===== config.mk =====
export PLATFORM = sky130hd
export DESIGN_NAME = tsfc_ctrl
export DESIGN_NICKNAME = d
export VERILOG_FILES = /design/src/tsfc_pkg.sv /design/src/tsfc_pid_table.sv /design/src/tsfc_ctrl.sv
export SDC_FILE = /design/constraint.sdc
export NUM_CORES = 1
export LEC_CHECK = 0
export ABC_AREA = 1
export ABC_CLOCK_PERIOD_IN_PS = 2700
export BUFFER_PORTS_ARGS = -buffer_cell sky130_fd_sc_hd__buf_2
export CORE_ASPECT_RATIO = 0.6
export CORE_UTILIZATION = 30
export CTS_CLUSTER_SIZE = 10
export DETAILED_ROUTE_END_ITERATION = 10
export GPL_TIMING_DRIVEN = 0
export HOLD_SLACK_MARGIN = 0.05
export PLACE_DENSITY = 0.44
export SYNTH_ARGS = -nofsm -noshare
export SYNTH_HDL_FRONTEND = slang
export SYNTH_HIERARCHICAL = 1
export SYNTH_SLANG_ARGS = --single-unit

===== constraint.sdc =====
create_clock -name clk_i -period 2.7 [get_ports clk_i]
set_clock_uncertainty 0.1 [all_clocks]
set_input_delay 0.135 -clock clk_i [delete_from_list [all_inputs] [get_ports clk_i]]
set_output_delay 0.135 -clock clk_i [all_outputs]
set_load 0.01 [all_outputs]

===== src/tsfc_pkg.sv =====
// tsfc_pkg: offsets, field positions, reset values and types of the
// transport stream filter control and interrupt enable block.
// assumes a plain register port with byte addresses, 32-bit words.
package tsfc_pkg;
    localparam int ADDR_W = 8;
    localparam int PID_W  = 13;
    localparam int SLOTS  = 8;
    localparam int SLOT_W = 3;

    // register byte addresses
    localparam logic [7:0] OFF_CTRL0    = 8'h00;
    localparam logic [7:0] OFF_STREAM_CONTROL_SECOND    = 8'h04;
    localparam logic [7:0] OFF_INTERRUPT_SOURCE_ENABLE    = 8'h08;
    localparam logic [7:0] OFF_ARM      = 8'h0C;
    localparam logic [7:0] OFF_STALL    = 8'h10;
    localparam logic [7:0] OFF_STAT     = 8'h14;
    localparam logic [7:0] OFF_STAT_CLR = 8'h18;
    localparam logic [7:0] OFF_MAP_PID  = 8'h1C;
    localparam logic [7:0] OFF_BND_PID  = 8'h20;
    localparam logic [2:0] TABLE_PAGE   = 3'h2;

    // first receive control register
    localparam int C0_RUN    = 0;
    localparam int C0_DMA    = 1;
    localparam int C0_TSMODE = 5;
    localparam logic [31:0] CTRL0_MASK = 32'h0000_0023;

    // second stream control register
    localparam int C1_GIE  = 15;
    localparam int C1_CRC  = 12;
    localparam int C1_TEI  = 9;
    localparam int C1_SYNC = 8;
    localparam int C1_GOP  = 5;
    localparam int C1_BND  = 4;
    localparam int C1_PFE  = 3;
    localparam int C1_MODE = 0;
    localparam logic [31:0] STREAM_CONTROL_SECOND_MASK = 32'h0000_933F;

    // interrupt source bits
    localparam int IB_TIMER = 16;
    localparam int IB_WRING = 8;
    localparam int IB_RXERR = 6;
    localparam int IB_RRING = 4;
    localparam int IB_MAP   = 3;
    localparam int IB_ASSOC = 2;
    localparam int IB_GOP   = 1;
    localparam int IB_BOUND = 0;
    localparam logic [31:0] INT_MASK = 32'h00FF_FF5F;

    localparam logic [31:0] REG_RESET = 32'h0000_0000;
    localparam logic [PID_W-1:0] PID_RESET = 13'h0000;

    localparam logic [2:0] MODE_MANUAL = 3'h0;
    localparam logic [2:0] MODE_SEMI_A = 3'h1;
    localparam logic [2:0] MODE_SEMI_B = 3'h2;
    localparam logic [2:0] MODE_AUTO   = 3'h3;

    typedef enum logic [2:0] {
        FS_WAIT_ASSOC = 3'b001,
        FS_WAIT_MAP   = 3'b010,
        FS_RUN        = 3'b100
    } tsfc_fsm_e;

    function automatic logic [31:0] tsfc_bit(input int idx, input logic on);
        tsfc_bit = 32'h0000_0000;
        tsfc_bit[idx] = on;
    endfunction : tsfc_bit
endpackage : tsfc_pkg


===== src/tsfc_pid_table.sv =====
// tsfc_pid_table: per-slot packet identifier table, one write port and
// two registered read ports (packet lookup and register readback).
// assumes a single clock and a synchronous active-high reset.
`timescale 1ns/1ps
module tsfc_pid_table #(
    parameter int DEPTH = 8,
    parameter int WIDTH = 13
) (
    // clock and reset
    input  wire logic                     clk_i,
    input  wire logic                     rst_i,
    // write port
    input  wire logic                     we_i,
    input  wire logic [$clog2(DEPTH)-1:0] waddr_i,
    input  wire logic [WIDTH-1:0]         wdata_i,
    // read ports
    input  wire logic [$clog2(DEPTH)-1:0] raddr_a_i,
    input  wire logic [$clog2(DEPTH)-1:0] raddr_b_i,
    output logic      [WIDTH-1:0]         rdata_a_o,
    output logic      [WIDTH-1:0]         rdata_b_o
);
    if (DEPTH < 2 || WIDTH < 1) begin : g_bad_size
        $error("tsfc_pid_table: DEPTH must be 2 or more, WIDTH 1 or more");
    end

    typedef struct packed {
        logic [DEPTH-1:0][WIDTH-1:0] mem;
        logic [WIDTH-1:0]            rd_a;
        logic [WIDTH-1:0]            rd_b;
    } tsfc_tbl_s;

    tsfc_tbl_s st;
    tsfc_tbl_s next_st;

    always_comb begin
        next_st = st;
        // read before write: a lookup in the write cycle sees the old entry
        next_st.rd_a = st.mem[raddr_a_i];
        next_st.rd_b = st.mem[raddr_b_i];
        if (we_i) begin
            next_st.mem[waddr_i] = wdata_i;
        end
    end

    always_ff @(posedge clk_i) begin
        if (rst_i) begin
            st <= '0;
        end else begin
            st <= next_st;
        end
    end

    assign rdata_a_o = st.rd_a;
    assign rdata_b_o = st.rd_b;
endmodule : tsfc_pid_table


===== src/tsfc_ctrl.sv =====
// tsfc_ctrl: packet identifier filter control and interrupt enable
// gating of a transport stream receive port, with its register port.
// assumes packet header fields arrive decoded, one packet per cycle.
//
// Strobed register access and the register addresses were decided locally.
`timescale 1ns/1ps
// Function
// - with filtering on and checksum filter on, bad table sections are dropped
// - with filtering on and error filter on, error-flagged packets are dropped
// - with filtering on and sync filter on, sync-error packets are dropped
// - picture group start flagged when start indicator and priority both one
// - boundary method: 0 discontinuity table, 1 packet with programmed identifier
// - filter enable acts only in transport mode; 0 means bypass
// - three-bit mode field: manual, semi A, semi B, automatic; 4-7 reserved
// - manual mode decodes no tables; identifiers all come from software
// - mode A raises association detect on each association table
// - mode A flags map table detect; software then loads filters and enables
// - mode A boundary pulses interrupt and returns to waiting for association
// - mode B parses only once both receive enable bits read one
// - modes B and automatic replace a slot entry with a newly seen identifier
// - automatic mode takes the map identifier from decoded association data
// - source interrupts only when set in both enable and arm registers
// - writing one to stall holds a source back without touching its enable
// - an arm bit is ignored while its enable bit is zero
// - the arm register is never cleared as a side effect
// - source bit layout: timers 23-16, write rings 15-8, then 6,4,3,2,1,0
// - global interrupt enable in bit 15 gates every interrupt
// - receive transport mode bit enables all filtering functions
// - status bits record events whatever the enables say
module tsfc_ctrl
    import tsfc_pkg::*;
(
    // clock and reset
    input  wire logic                       clk_i,
    input  wire logic                       rst_i,
    // register port
    input  wire logic [tsfc_pkg::ADDR_W-1:0] addr_i,
    input  wire logic [31:0]                wdata_i,
    input  wire logic                       wr_i,
    input  wire logic                       rd_i,
    output logic      [31:0]                rdata_o,
    // decoded packet header
    input  wire logic                       pkt_valid_i,
    input  wire logic [tsfc_pkg::PID_W-1:0] pkt_pid_i,
    input  wire logic [tsfc_pkg::SLOT_W-1:0] pkt_slot_i,
    input  wire logic                       pkt_tei_i,
    input  wire logic                       pkt_sync_err_i,
    input  wire logic                       pkt_pusi_i,
    input  wire logic                       pkt_prio_i,
    input  wire logic                       pkt_is_assoc_i,
    input  wire logic                       pkt_is_map_i,
    input  wire logic                       pkt_is_dit_i,
    input  wire logic                       pkt_crc_ok_i,
    // table decoder results
    input  wire logic [tsfc_pkg::PID_W-1:0] assoc_map_pid_i,
    input  wire logic                       es_valid_i,
    input  wire logic [tsfc_pkg::SLOT_W-1:0] es_slot_i,
    input  wire logic [tsfc_pkg::PID_W-1:0] es_pid_i,
    // other interrupt sources
    input  wire logic [7:0]                 timer_match_i,
    input  wire logic [7:0]                 write_ring_i,
    input  wire logic                       read_ring_i,
    input  wire logic                       rx_pkt_err_i,
    // results
    output logic                            pkt_pass_o,
    output logic                            pkt_drop_o,
    output logic                            group_start_o,
    output logic                            irq_o
);
    import tsfc_pkg::*;

    typedef struct packed {
        logic [31:0]      ctrl0;
        logic [31:0]      stream_control_second;
        logic [31:0]      en;
        logic [31:0]      arm;
        logic [31:0]      stall;
        logic [31:0]      stat;
        logic [PID_W-1:0] map_pid;
        logic [PID_W-1:0] bnd_pid;
        logic [PID_W-1:0] auto_pid;
        tsfc_fsm_e        fsm;
        logic             s1_v;
        logic             s1_bypass;
        logic             s1_err;
        logic             s1_hold;
        logic             s1_tbl;
        logic [PID_W-1:0] s1_pid;
        logic             pass;
        logic             drop;
        logic             gop;
        logic             irq;
        logic             rd_tbl;
        logic [31:0]      rdata;
    } tsfc_state_s;

    tsfc_state_s st;
    tsfc_state_s next_st;

    logic [2:0]       mode;
    logic             filt_on;
    logic             parse_on;
    logic             err_pkt;
    logic             act;
    logic             bnd_hit;
    logic             gop_hit;
    logic             assoc_hit;
    logic             map_hit;
    logic [PID_W-1:0] cur_map;
    logic             tbl_sel;
    logic             es_we;
    logic             tbl_we;
    logic [PID_W-1:0] tbl_a;
    logic [PID_W-1:0] tbl_b;
    logic [31:0]      set_bits;
    logic [31:0]      clr_bits;
    logic [31:0]      live;

    assign mode    = st.stream_control_second[C1_MODE +: 3];
    // reserved mode codes fall back to bypass rather than guess a mode
    assign filt_on = st.ctrl0[C0_TSMODE] & st.stream_control_second[C1_PFE] & ~mode[2];
    assign parse_on = ((mode != MODE_SEMI_B) && (mode != MODE_AUTO))
                    || (st.ctrl0[C0_DMA:C0_RUN] == 2'b11);
    assign err_pkt = (st.stream_control_second[C1_CRC] & (pkt_is_assoc_i | pkt_is_map_i) & ~pkt_crc_ok_i)
                   | (st.stream_control_second[C1_TEI] & pkt_tei_i)
                   | (st.stream_control_second[C1_SYNC] & pkt_sync_err_i);
    assign act     = pkt_valid_i & filt_on & ~err_pkt;
    assign cur_map = (mode == MODE_AUTO) ? st.auto_pid : st.map_pid;
    assign bnd_hit = act & (st.stream_control_second[C1_BND] ? (pkt_pid_i == st.bnd_pid) : pkt_is_dit_i);
    assign gop_hit = act & st.stream_control_second[C1_GOP] & pkt_pusi_i & pkt_prio_i;
    // manual mode never looks at program tables
    assign assoc_hit = act & (mode != MODE_MANUAL) & pkt_is_assoc_i;
    assign map_hit = act & (mode != MODE_MANUAL) & pkt_is_map_i & (pkt_pid_i == cur_map)
                   & ~((mode == MODE_SEMI_A) && (st.fsm == FS_WAIT_ASSOC));
    assign tbl_sel = (addr_i[7:5] == TABLE_PAGE);
    // decoder updates win over a software write in the same cycle
    assign es_we   = es_valid_i & filt_on & parse_on
                   & ((mode == MODE_SEMI_B) || (mode == MODE_AUTO));
    assign tbl_we  = es_we | (wr_i & tbl_sel);

    tsfc_pid_table #(
        .DEPTH (SLOTS),
        .WIDTH (PID_W)
    ) u_table (
        .clk_i     (clk_i),
        .rst_i     (rst_i),
        .we_i      (tbl_we),
        .waddr_i   (es_we ? es_slot_i : addr_i[4:2]),
        .wdata_i   (es_we ? es_pid_i : wdata_i[PID_W-1:0]),
        .raddr_a_i (pkt_slot_i),
        .raddr_b_i (addr_i[4:2]),
        .rdata_a_o (tbl_a),
        .rdata_b_o (tbl_b)
    );

    always_comb begin
        set_bits = ({8'h00, timer_match_i, 16'h0000} | {16'h0000, write_ring_i, 8'h00})
                 | tsfc_bit(IB_RRING, read_ring_i) | tsfc_bit(IB_RXERR, rx_pkt_err_i)
                 | tsfc_bit(IB_BOUND, bnd_hit) | tsfc_bit(IB_GOP, gop_hit)
                 | tsfc_bit(IB_ASSOC, assoc_hit) | tsfc_bit(IB_MAP, map_hit);
        clr_bits = (wr_i && addr_i == OFF_STAT_CLR) ? wdata_i : 32'h0000_0000;
    end

    // a source is live only when enabled, armed, not stalled
    assign live = st.stat & st.en & st.arm & ~st.stall;

    always_comb begin
        next_st = st;
        // new events win over a clear in the same cycle
        next_st.stat = ((st.stat & ~clr_bits) | set_bits) & INT_MASK;
        next_st.irq  = st.stream_control_second[C1_GIE] & (|live);

        if (wr_i) begin
            unique case (addr_i)
                OFF_CTRL0:   next_st.ctrl0 = wdata_i & CTRL0_MASK;
                OFF_STREAM_CONTROL_SECOND:   next_st.stream_control_second = wdata_i & STREAM_CONTROL_SECOND_MASK;
                OFF_INTERRUPT_SOURCE_ENABLE:   next_st.en    = wdata_i & INT_MASK;
                OFF_ARM: begin
                    // re-arming a source releases its stall
                    next_st.arm   = wdata_i & INT_MASK;
                    next_st.stall = st.stall & ~wdata_i;
                end
                OFF_STALL:   next_st.stall = st.stall | (wdata_i & st.en & st.arm & INT_MASK);
                OFF_MAP_PID: next_st.map_pid = wdata_i[PID_W-1:0];
                OFF_BND_PID: next_st.bnd_pid = wdata_i[PID_W-1:0];
                default:     next_st.ctrl0 = st.ctrl0;
            endcase
        end

        if (assoc_hit && mode == MODE_AUTO) begin
            next_st.auto_pid = assoc_map_pid_i;
        end

        if (mode != MODE_SEMI_A || !filt_on) begin
            next_st.fsm = FS_WAIT_ASSOC;
        end else if (bnd_hit) begin
            next_st.fsm = FS_WAIT_ASSOC;
        end else begin
            unique case (st.fsm)
                FS_WAIT_ASSOC: if (assoc_hit) next_st.fsm = FS_WAIT_MAP;
                FS_WAIT_MAP:   if (map_hit) next_st.fsm = FS_RUN;
                FS_RUN:        next_st.fsm = FS_RUN;
                default:       next_st.fsm = FS_WAIT_ASSOC;
            endcase
        end

        // stage 1: header checks while the slot entry is read
        next_st.s1_v      = pkt_valid_i;
        next_st.s1_bypass = ~filt_on;
        next_st.s1_err    = err_pkt;
        next_st.s1_hold   = ~parse_on | ((mode == MODE_SEMI_A) && (st.fsm != FS_RUN));
        next_st.s1_tbl    = (mode != MODE_MANUAL)
                          & (pkt_is_assoc_i | (pkt_is_map_i & (pkt_pid_i == cur_map)));
        next_st.s1_pid    = pkt_pid_i;

        // stage 2: verdict against the slot entry
        next_st.pass = 1'b0;
        next_st.drop = 1'b0;
        if (st.s1_v) begin
            if (st.s1_bypass) begin
                next_st.pass = 1'b1;
            end else if (st.s1_err || st.s1_hold && !st.s1_tbl) begin
                next_st.drop = 1'b1;
            end else if (st.s1_tbl || tbl_a == st.s1_pid) begin
                next_st.pass = 1'b1;
            end else begin
                next_st.drop = 1'b1;
            end
        end
        next_st.gop = gop_hit;

        // register readback, stall register reads as zero
        next_st.rd_tbl = rd_i & tbl_sel;
        next_st.rdata  = 32'h0000_0000;
        if (rd_i) begin
            unique case (addr_i)
                OFF_CTRL0:   next_st.rdata = st.ctrl0;
                OFF_STREAM_CONTROL_SECOND:   next_st.rdata = st.stream_control_second;
                OFF_INTERRUPT_SOURCE_ENABLE:   next_st.rdata = st.en;
                OFF_ARM:     next_st.rdata = st.arm;
                OFF_STAT:    next_st.rdata = st.stat;
                OFF_MAP_PID: next_st.rdata = {19'h00000, st.map_pid};
                OFF_BND_PID: next_st.rdata = {19'h00000, st.bnd_pid};
                default:     next_st.rdata = 32'h0000_0000;
            endcase
        end
    end

    always_ff @(posedge clk_i) begin
        if (rst_i) begin
            st       <= '0;
            st.fsm   <= FS_WAIT_ASSOC;
            st.stream_control_second <= REG_RESET;
        end else begin
            st <= next_st;
        end
    end

    assign rdata_o       = st.rd_tbl ? {19'h00000, tbl_b} : st.rdata;
    assign pkt_pass_o    = st.pass;
    assign pkt_drop_o    = st.drop;
    assign group_start_o = st.gop;
    assign irq_o         = st.irq;
endmodule : tsfc_ctrl


==> out/results.ini, run 1 <==
[floorplanning]
fp.dieArea_mm2=0.0526
pin_count=153
floorplan.die.height_um=178
start_util_pct=30.4
placement_rows=64
design.core.area_mm2=0.0509
die_width_um=295

[yosys]
ys_warn_count=6
synth_sequential_area_ratio_pct=41.4
synthesis.instances=2194
ffs_latches_synth=320
synthDistinctLibCells=49
synth_area_mm2=0.0155
synth.avg_cell_area_um2=7.06

[critical_path]
crit_fanout=10
timing.critical_path.cells=buf_6 > inv_6 > nand3_4 > inv_2 > nand4_1 > buf_4 > buf_4 > a21oi_2 > nand2_1 > inv_4 > nand2_2 > buf_4 > o21ai_0 > a21oi_1
delay_of_the_slowest_cell_on_the_worst_path_ps=300
crit_top_cell=sky130_fd_sc_hd__buf_4
worst-endpoint-arrival_ps=2900
critical_setup_path_class=flop to flop
critPathBufInv=7
worstSetupStartpointType=flop
cpMaxStageDelayCell=sky130_fd_sc_hd__dfxtp_1
required_ps=3020
cpLargestDelayFamily=buffers and inverters
worstSetupEndpointType=flop

[job]
maxCapViolCount=0

[sta]
achievable-frequency_ghz=0.387
grt_setup_unrepaired=yes
period_needed_ps=2580
timing.final.setup_violations=0
fin_worst_hold_slack_ps=85.9
tightest_slew_ps=1160
drv_slew=0
finalCritPeriodShare_pct=95.7
setup-tns-final_ps=0
max_slew_margin_pct=22.8
final-hold-violation-count=0
postLayoutSetupSlackWorst_ps=117

[cells_and_area]
flow.area_growth_from_synthesis_pct=25.3
layout_commonest_cell=sky130_fd_sc_hd__nand2_1
area.sequential_mm2=0.00641
multiInputGateArea_mm2=0.00735
fin_nets=2601
layout.cells.non_filler=3185
n_fill_cell=5454
mostFrequentLayoutCells=sky130_fd_sc_hd__nand2_1, sky130_fd_sc_hd__dfxtp_1, sky130_fd_sc_hd__nor2_1, sky130_fd_sc_hd__inv_1, sky130_fd_sc_hd__buf_2
layout-drive-gt1-share_pct=16.7

[drt]
length_of_the_first_detailed_routing_pass_in_iterations=8
met2_length_um=26100
via_count=16300
via_per_instance_ratio=5.11
dr_wl_met3_um=7130
routedLengthMet1_um=35900
post-route-drc-count=0
totalWireLength_um=70300
routed.top_layer=met4
drt.antenna.violating_nets=0
routed_wirelength_normalized_by_instance_count_um=22.1
dr.first_iter.drc_count=1830

[pwr]
p_comb_share_pct=11.2
clock_power_share_pct=43.5
power.share.sequential_pct=45.3
p_per_area_mw_per_mm2=548
power.internal_mw=7.79
switching_share_pct=26.8
vdd_drop_max_v=0.000341
total_power_mw=10.6
power.switching_mw=2.85
leakage_nw=8.48

[clocking]
path_clk_slew_ps=60
num_cts_buffers=38
htree_num_levels=2
clockRootBuffer=sky130_fd_sc_hd__clkbuf_16
clock_insertion_delay_worst_skew_ps=540
cts-root-to-sink-buffers=3
tritoncts_clock_tree=built
cts_num_sinks=320

[global_routing]
globalRouteTotalUtil_pct=26.5
globalRoute.totalOverflow=0
wire_length_of_the_first_global_routing_pass_um=101000
grt_antenna_before_repair=4
number_of_global_route_vias_before_repair=14900
grt_start_max_net_pins=11

[place]
portBuffers=133
placed_cells_incl_taps=3029
post-dp-hpwl_um=53800
worst_slack_placed_ps=-764
gp_routability_congestion=0.944

[run_status]
outcome=finished, final reports clean

[worst_hold_path]
hp-class=input pin to flop

[registers in the layout (all words and copies together), names as in the netlist]
register	cells
u_table/st	104
st	183
pkt_pass_o	1
pkt_drop_o	1
u_table/rdata_b_o	13
group_start_o	1
irq_o	1
u_table/rdata_a_o	13
mode	3
[kinds of logic (layout without fill, tap and decap cells)]
logic type | count (synthesis) | after routing | share of synthesized area (%)
simple gates | 929 | 929 | 25.7
compound gates | 497 | 497 | 19.2
buf+inv | 431 | 721 | 12.6
flops | 320 | 320 | 41.4
mux | 13 | 13 | 0.945
xor+xnor | 3 | 3 | 0.170
other cells | 1 | 9 | 0.0242
[synth_stat cells (all sizes together)]
cell / n / share of area, %
conb: 1 / 0.024
a31oi: 4 / 0.16
o31a: 1 / 0.057
xnor2: 2 / 0.11
nor3: 41 / 1.8
o2111ai: 3 / 0.17
o31ai: 1 / 0.14
inv: 277 / 6.7
o21a: 18 / 0.87
a22o: 6 / 0.34
nand3: 173 / 5.8
o2bb2ai: 3 / 0.17
dfxtp: 320 / 41
o211ai: 3 / 0.15
o221ai: 5 / 0.28
a32o: 3 / 0.19
nor4: 3 / 0.12
nand4: 10 / 0.50
nor2: 303 / 7.8
a41oi: 15 / 0.85
a211oi: 39 / 2.5
o22ai: 28 / 1.1
mux2: 13 / 0.94
buf: 120 / 5.0
o21ai: 166 / 5.4
xor2: 1 / 0.057
a221oi: 7 / 0.40
a21oi: 194 / 6.3
nor3b: 2 / 0.097
clkbuf: 33 / 0.80
o311ai: 1 / 0.17
nand2: 397 / 9.7
clkinv: 1 / 0.024
[per-layer routing]
metal	global-route usage (%)	up-vias
met3	5.48	74
met1	43.0	7743
met4	4.79	0
met5	0	-
met2	34.4	754
li1	-	7706
[power groups by stage]
| stage | registers (mW) | logic (mW) | clock network, mW |
|---|---|---|---|
| final | 4.82 | 1.19 | 4.63 |
| after global routing | 4.83 | 1.27 | 4.91 |
| after global placement | 4.93 | 1.01 | 0 |
| after CTS | 4.82 | 1.15 | 4.73 |
| after floorplan | 4.92 | 0.564 | 0 |
| after detailed placement | 4.93 | 1.01 | 0 |
[path summary, 6_finish.rpt]
kind                        start                          end  slack, ps  cells after the start
max reg2reg  mode[2]$_SDFFE_PP0P_  u_table/st[48]$_SDFFE_PP0P_        120                     14
max          mode[2]$_SDFFE_PP0P_  u_table/st[48]$_SDFFE_PP0P_        120                     14
min reg2reg     st[54]$_SDFF_PP0_        pkt_pass_o$_SDFF_PP0_        350                      2
min                  pkt_is_map_i            st[50]$_SDFF_PP0_         90                      7
[per-stage QoR]
stage	utilization [%]	cell area, um^2
floorplan	-	15500
global placement	33.5	17100
detailed placement	33.5	17100
CTS	37.9	19300
global route	38.1	19400
finish	38.1	19400
[repair_timing]
item,in CTS,in global routing
gates resized for setup,40,32
gates cloned,0,0
endpoints found under the hold margin,157,0
hold buffers,105,0
pin swaps,3,7
endpoints found under the setup margin,114,110
buffers inserted,3,2
[layout make-up]
type | count | area share (%)
plain buffers | 151 | 4.77
inverters | 278 | 5.41
multi-input cells | 1450 | 37.9
well taps | 693 | 4.47
diodes | 1 | 0.0129
clock buffers | 43 | 5.10
flip-flops and latches | 320 | 33.0
clock inverters | 4 | 0.200
repair buffers | 245 | 9.15
[worst min-delay path: cells and delay by family]
| kind | cells | cell delay (ps) |
|---|---|---|
| buf+inv | 1 | 120 |
| simple gates | 5 | 270 |
| compound gates | 1 | 120 |
Note: power is estimated with default switching activity, not from simulation.
==> run 2: changes to the inputs <==
--- a/config.mk
+++ b/config.mk
@@ -14,7 +14,6 @@
 export DETAILED_ROUTE_END_ITERATION = 10
 export GPL_TIMING_DRIVEN = 0
 export HOLD_SLACK_MARGIN = 0.05
-export PLACE_DENSITY = 0.44
 export SYNTH_ARGS = -nofsm -noshare
 export SYNTH_HDL_FRONTEND = slang
 export SYNTH_HIERARCHICAL = 1
==> run 2 against run 1 <==
Compared with the run above: cell count up 0.22%; sequential cell count unchanged; critical endpoint is now u_table/st[61]$_SDFFE_PP0P_; combinational power about the same; largest cell class unchanged; highest routed layer unchanged; critical path depth up 1; non-clock buffer count up 4.
==> out/results.ini, run 2 (synthesis gave the netlist of run 1 again) <==
[run_status]
outcome=finished, final reports clean

[place]
gp_routability_congestion=1.04
post-dp-hpwl_um=51100
worst_slack_placed_ps=-681
portBuffers=133

[floorplanning]
start_util_pct=30.4
pin_count=153
die_width_um=295
floorplan.die.height_um=178
design.core.area_mm2=0.0509
placement_rows=64
fp.dieArea_mm2=0.0526

[cells_and_area]
fin_nets=2605
layout_commonest_cell=sky130_fd_sc_hd__nand2_1
regMostFlops=st
post-route-util_pct=38.2
flow.area_growth_from_synthesis_pct=25.6
largestRegisters=st: 183 flops, u_table/st: 104 flops
layout-drive-gt1-share_pct=16.6
largest_register_ffs=183
mostFrequentLayoutCells=sky130_fd_sc_hd__nand2_1, sky130_fd_sc_hd__dfxtp_1, sky130_fd_sc_hd__nor2_1, sky130_fd_sc_hd__inv_1, sky130_fd_sc_hd__buf_2

[sta]
postLayoutSetupSlackWorst_ps=129
drv_slew=0
period_needed_ps=2570
finalCritPeriodShare_pct=95.2
final-hold-violation-count=0
tightest_slew_ps=1090
max_slew_margin_pct=27.1
grt_setup_unrepaired=no
timing.final.setup_violations=0
achievable-frequency_ghz=0.389

[pwr]
p_comb_share_pct=11.0
p_per_area_mw_per_mm2=546
power.internal_mw=7.83
leakage_nw=8.48
clock_power_share_pct=43.6
power.switching_mw=2.80
power.share.sequential_pct=45.4
switching_share_pct=26.3
vdd_drop_max_v=0.000360

[clocking]
clockRootBuffer=sky130_fd_sc_hd__clkbuf_16
num_cts_buffers=38
htree_num_levels=2
cts-root-to-sink-buffers=3
cts_num_sinks=320
path_clk_slew_ps=60
tritoncts_clock_tree=built
clock_insertion_delay_worst_skew_ps=550

[critical_path]
worstSetupStartpointType=flop
cpMaxStageDelayCell=sky130_fd_sc_hd__dfxtp_1
worstSetupEndpointType=flop
worst-endpoint-arrival_ps=2900
timing.critical_path.cells=buf_6 > inv_6 > nand3_2 > inv_2 > nand4_1 > buf_4 > buf_4 > o21ai_1 > inv_1 > nor2_4 > buf_4 > nand2_2 > buf_6 > o21ai_0 > a21oi_1
crit_top_cell=sky130_fd_sc_hd__buf_4
delay_of_the_slowest_cell_on_the_worst_path_ps=300
required_ps=3030
crit_fanout=10
critical_setup_path_class=flop to flop
worstReg2RegStart=mode[2]$_SDFFE_PP0P_
critPathLaunch=mode[2]$_SDFFE_PP0P_

[drt]
via_count=16600
via_per_instance_ratio=5.20
dr.first_iter.drc_count=2072
routed_wirelength_normalized_by_instance_count_um=21.1
length_of_the_first_detailed_routing_pass_in_iterations=6
totalWireLength_um=67200
post-route-drc-count=0
drt.antenna.violating_nets=0

[global_routing]
number_of_global_route_vias_before_repair=15000
globalRouteTotalUtil_pct=24.9
globalRoute.totalOverflow=0
wire_length_of_the_first_global_routing_pass_um=95900
grt_start_max_net_pins=11
grt_antenna_before_repair=2

[worst_hold_path]
hp-class=input pin to flop
worstHoldStart=wdata_i[2]

[job]
maxCapViolCount=0

-- run 2: changes by cell type in the layout (fill, tap and decap cells not counted), sizes merged --
cell / delta
clkbuf: +3
diode: +2
clkinv: +1
dlygate4sd3: +3
inv: -2
-- run 2: final cells by class --
| cell class | instances | area [um^2] |
|---|---|---|
| antenna | 3 | 7.51 |
| clock buffer | 45 | 1010 |
| sequential | 320 | 6410 |
| timing repair buffer | 247 | 1800 |
| clock inverter | 3 | 37.5 |
| fill | 5313 | 31500 |
| buffer | 153 | 932 |
| multi-input combinational | 1450 | 7350 |
| inverter | 278 | 1050 |
| tap | 693 | 867 |
-- run 2: through the flow --
step	setup TNS (ps)	hold WS, ps	power, mW	area, um^2	std cells
floorplan	0	156	5.48	15500	2201
global placement	-46330	241	5.90	17100	3027
detailed placement	-47730	252	5.90	17100	3027
CTS	-37.7	53.6	10.6	19300	3187
global route	0	67.9	11.0	19500	3189
finish	0	77.3	10.6	19500	3192
-- run 2: worst max-delay path, delay by kind of cell (launching register included) --
kind | cells | cell delay [ps]
and+or+nand+nor | 4 | 510
DFF | 1 | 300
AOI/OAI and AO/OA | 3 | 350
buffers and inverters | 8 | 1170
-- run 2: power groups by stage --
stage                     registers [mW]  logic (mW)  clock network (mW)
final                               4.82        1.17                4.63
after CTS                           4.82        1.11                4.71
after detailed placement            4.93       0.977                   0
after floorplan                     4.92       0.564                   0
after global routing                4.83        1.25                4.89
after global placement              4.92       0.972                   0
-- run 2: worst paths after layout --
check                                              endpoint  slack [ps]  cells after the start
worst max-delay path            u_table/st[61]$_SDFFE_PP0P_         130                     15
worst min-delay path                    st[73]$_SDFFE_PP0P_          80                      3
worst max register to register  u_table/st[61]$_SDFFE_PP0P_         130                     15
worst min register to register        pkt_pass_o$_SDFF_PP0_         350                      2
-- run 2: repair_timing --
item | in CTS | in global routing
hold buffers | 108 | 0
setup buffers | 4 | 2
endpoints found under the hold margin | 163 | 0
setup endpoints to repair | 115 | 123
gates resized for setup | 30 | 38
pin swaps | 3 | 5
-- run 2: layer usage --
layer  vias to the layer above  wire [um]  GRT usage (%)
li1                       7715          -              -
met1                      7842      31200           37.4
met2                       921      25000           32.3
met3                       113       9630           9.68
met4                         0       1390           5.85
met5                         -          0              0
==> run 3: changes to the inputs <==
--- a/config.mk
+++ b/config.mk
@@ -5,13 +5,12 @@
 export SDC_FILE = /design/constraint.sdc
 export NUM_CORES = 1
 export LEC_CHECK = 0
-export ABC_AREA = 1
 export ABC_CLOCK_PERIOD_IN_PS = 2700
-export BUFFER_PORTS_ARGS = -buffer_cell sky130_fd_sc_hd__buf_2
 export CORE_ASPECT_RATIO = 0.6
 export CORE_UTILIZATION = 30
 export CTS_CLUSTER_SIZE = 10
 export DETAILED_ROUTE_END_ITERATION = 10
+export DONT_BUFFER_PORTS = 1
 export GPL_TIMING_DRIVEN = 0
 export HOLD_SLACK_MARGIN = 0.05
 export SYNTH_ARGS = -nofsm -noshare
==> run 3 against run 2 <==
Compared with the run above: wire length decreased by 14%; die area down 4.9%; the run now ends with DRC left; non-clock buffer count decreased by 108; count of clock-buffer cells in the layout decreased by 4; fmax is 2.8% lower; first-iteration DRC count shrank 10%; clock power is 3% lower; critical path type unchanged; sequential power about the same; largest cell class unchanged.
==> out/results.ini, run 3 <==
[worst_hold_path]
worst_hold_path.num_cells=6
hp-class=input pin to flop
worstHoldStart=pkt_pid_i[4]

[drt]
length_of_the_first_detailed_routing_pass_in_iterations=11
routed_wirelength_normalized_by_instance_count_um=23.4
drt.antenna.violating_nets=0
via_per_instance_ratio=5.54
via_count=13600
totalWireLength_um=57500
dr.first_iter.drc_count=1862
post-route-drc-count=4

[pwr]
power.share.sequential_pct=48.1
vdd_drop_max_v=0.000274
clock_power_share_pct=45.2
p_per_area_mw_per_mm2=557
leakage_nw=6.51
p_comb_share_pct=6.8
power.switching_mw=2.39
total_power_mw=9.98
power.internal_mw=7.60
switching_share_pct=23.9

[cells_and_area]
n_fill_cell=4834
multiInputGateArea_mm2=0.00741
layout-drive-gt1-share_pct=14.6
largestRegisters=st: 183 flops, u_table/st: 104 flops
finalInstanceArea_mm2=0.0179
fin_nets=1926
regMostFlops=st
area.sequential_mm2=0.00641
post-route-util_pct=37.2
flow.area_growth_from_synthesis_pct=21.6
layout_commonest_cell=sky130_fd_sc_hd__nand2_1
largest_register_ffs=183
mostFrequentLayoutCells=sky130_fd_sc_hd__nand2_1, sky130_fd_sc_hd__dfxtp_1, sky130_fd_sc_hd__a21oi_1, sky130_fd_sc_hd__dlygate4sd3_1, sky130_fd_sc_hd__nor2_1
layout.cells.non_filler=2453

[job]
maxCapViolCount=0

[place]
worst_slack_placed_ps=-1070
dpl_cell_area_mm2=0.0156
post-dp-hpwl_um=42100
placed_cells_incl_taps=2284
gp_routability_congestion=0.956
portBuffers=0

[critical_path]
worstSetupStartpointType=flop
crit_fanout=10
cpMaxStageDelayCell=sky130_fd_sc_hd__or4b_4
critPathBufInv=3
path_depth=9
worst-endpoint-arrival_ps=2950
critical_setup_path_class=flop to flop
reg2reg_depth=9
delay_of_the_slowest_cell_on_the_worst_path_ps=580
crit_top_cell=sky130_fd_sc_hd__buf_4
critPathLaunch=mode[2]$_SDFFE_PP0P_
timing.critical_path.cells=nand3b_1 > nor3_4 > buf_12 > buf_4 > mux2_4 > or4b_4 > buf_4 > nand2_1 > a21oi_1
cpLargestDelayFamily=simple AND/OR/NAND/NOR gates
required_ps=3000
worstSetupEndpointType=flop
worstReg2RegStart=mode[2]$_SDFFE_PP0P_

[clocking]
clockRootBuffer=sky130_fd_sc_hd__clkbuf_16
tritoncts_clock_tree=built
cts_num_sinks=320
htree_num_levels=2
clock_insertion_delay_worst_skew_ps=550
cts-root-to-sink-buffers=3
num_cts_buffers=38
path_clk_slew_ps=60

[yosys]
synthMuxAreaShare_pct=13.1
synthesized_area_fraction_occupied_by_ao_oa_aoi_and_oai_cells_pct=13.6
synthDistinctLibCells=67
synth_adder_area_share_pct=0
ffs_latches_synth=320
synth_top_family_by_area=simple AND/OR/NAND/NOR gates
synth.avg_cell_area_um2=8.99
synthMostInstantiatedCell=sky130_fd_sc_hd__nand2_1
synthXorXnorAreaFrac_pct=2.38
synth_largest_area_cell=sky130_fd_sc_hd__dfxtp_1
number_of_flops_mapped_to_enable_cells_by_yosys=0
postSynth.topFlopCell=sky130_fd_sc_hd__dfxtp_1
ys_warn_count=6
synth_sequential_area_ratio_pct=43.5
synthesis.instances=1637
synth.top_cell.area_share_pct=43.5
commonest_cells_in_the_netlist=sky130_fd_sc_hd__nand2_1, sky130_fd_sc_hd__dfxtp_1, sky130_fd_sc_hd__a21oi_1
async_flop_share_pct=0
synth_simple_gate_area_share_pct=20.7
synth_area_mm2=0.0147
synth.top_cells.by_area=sky130_fd_sc_hd__dfxtp_1, sky130_fd_sc_hd__nand2_1, sky130_fd_sc_hd__mux4_2, sky130_fd_sc_hd__a21oi_1, sky130_fd_sc_hd__buf_4

[global_routing]
globalRouteTotalUtil_pct=22.3
number_of_global_route_vias_before_repair=12700
globalRoute.totalOverflow=0
grt_antenna_before_repair=2
wire_length_of_the_first_global_routing_pass_um=82600
grt_start_max_net_pins=11

[sta]
period_needed_ps=2650
final-hold-violation-count=0
max_slew_margin_pct=33.3
finalCritPeriodShare_pct=98.0
achievable-frequency_ghz=0.378
fin_worst_hold_slack_ps=71.7
drv_slew=0
setup-tns-final_ps=0
grt_setup_unrepaired=yes
tightest_slew_ps=1000
postLayoutSetupSlackWorst_ps=54.0
timing.final.setup_violations=0

[floorplanning]
floorplan.die.height_um=174
placement_rows=62
start_util_pct=30.6
die_width_um=288
design.core.area_mm2=0.0481
pin_count=153
fp.dieArea_mm2=0.0500

[run_status]
violations=DRC
outcome=finished, violations left

## run 3: cells by family after synthesis
kind of cell	after synthesis
simple gates	648
compound gates	328
flops	320
mux	124
buf+inv	176
other cells	1
xor+xnor	40
## run 3: timing repair
item,CTS,global route
setup buffers,5,4
hold endpoints to repair,211,0
pin swaps,1,1
gates resized for setup,22,23
setup endpoints to repair,104,86
cloned,0,2
hold buffers,114,0
## run 3: worst min-delay path: cells and delay by family
| family | cells | cell delay [ps] |
|---|---|---|
| AO/OA/AOI/OAI | 4 | 420 |
| AND/OR/NAND/NOR | 2 | 90 |
## run 3: layout make-up
type	instances	area share [%]
sequential	320	35.8
multi-input combinational	1148	41.4
inverter	9	0.189
timing repair buffer	125	6.87
buffer	167	5.71
tap	640	4.47
clock inverter	2	0.0978
clock buffer	41	5.49
antenna	1	0.0140
## run 3: power groups by stage
stage | Clock (mW) | Sequential, mW | Combinational (mW)
after floorplan | 0 | 4.89 | 0.332
after global routing | 4.74 | 4.80 | 0.705
after CTS | 4.54 | 4.80 | 0.649
after global placement | 0 | 4.90 | 0.482
after detailed placement | 0 | 4.90 | 0.490
final | 4.51 | 4.80 | 0.676
## run 3: per-layer routing
layer | vias to the layer above | GRT usage, % | share of wire, %
met4 | 4 | 5.60 | 2.0
met3 | 102 | 9.76 | 16
met1 | 6576 | 31.8 | 42
met2 | 874 | 29.9 | 39
li1 | 6043 | - | -
met5 | - | 1.92 | 0.26
## run 3: path summary, 6_finish.rpt
check	slack, ps	end
hold / removal	70	st[50]$_SDFF_PP0_
setup reg to reg	50	u_table/st[36]$_SDFFE_PP0P_
hold reg to reg	370	u_table/st[48]$_SDFFE_PP0P_
setup / recovery	50	u_table/st[36]$_SDFFE_PP0P_
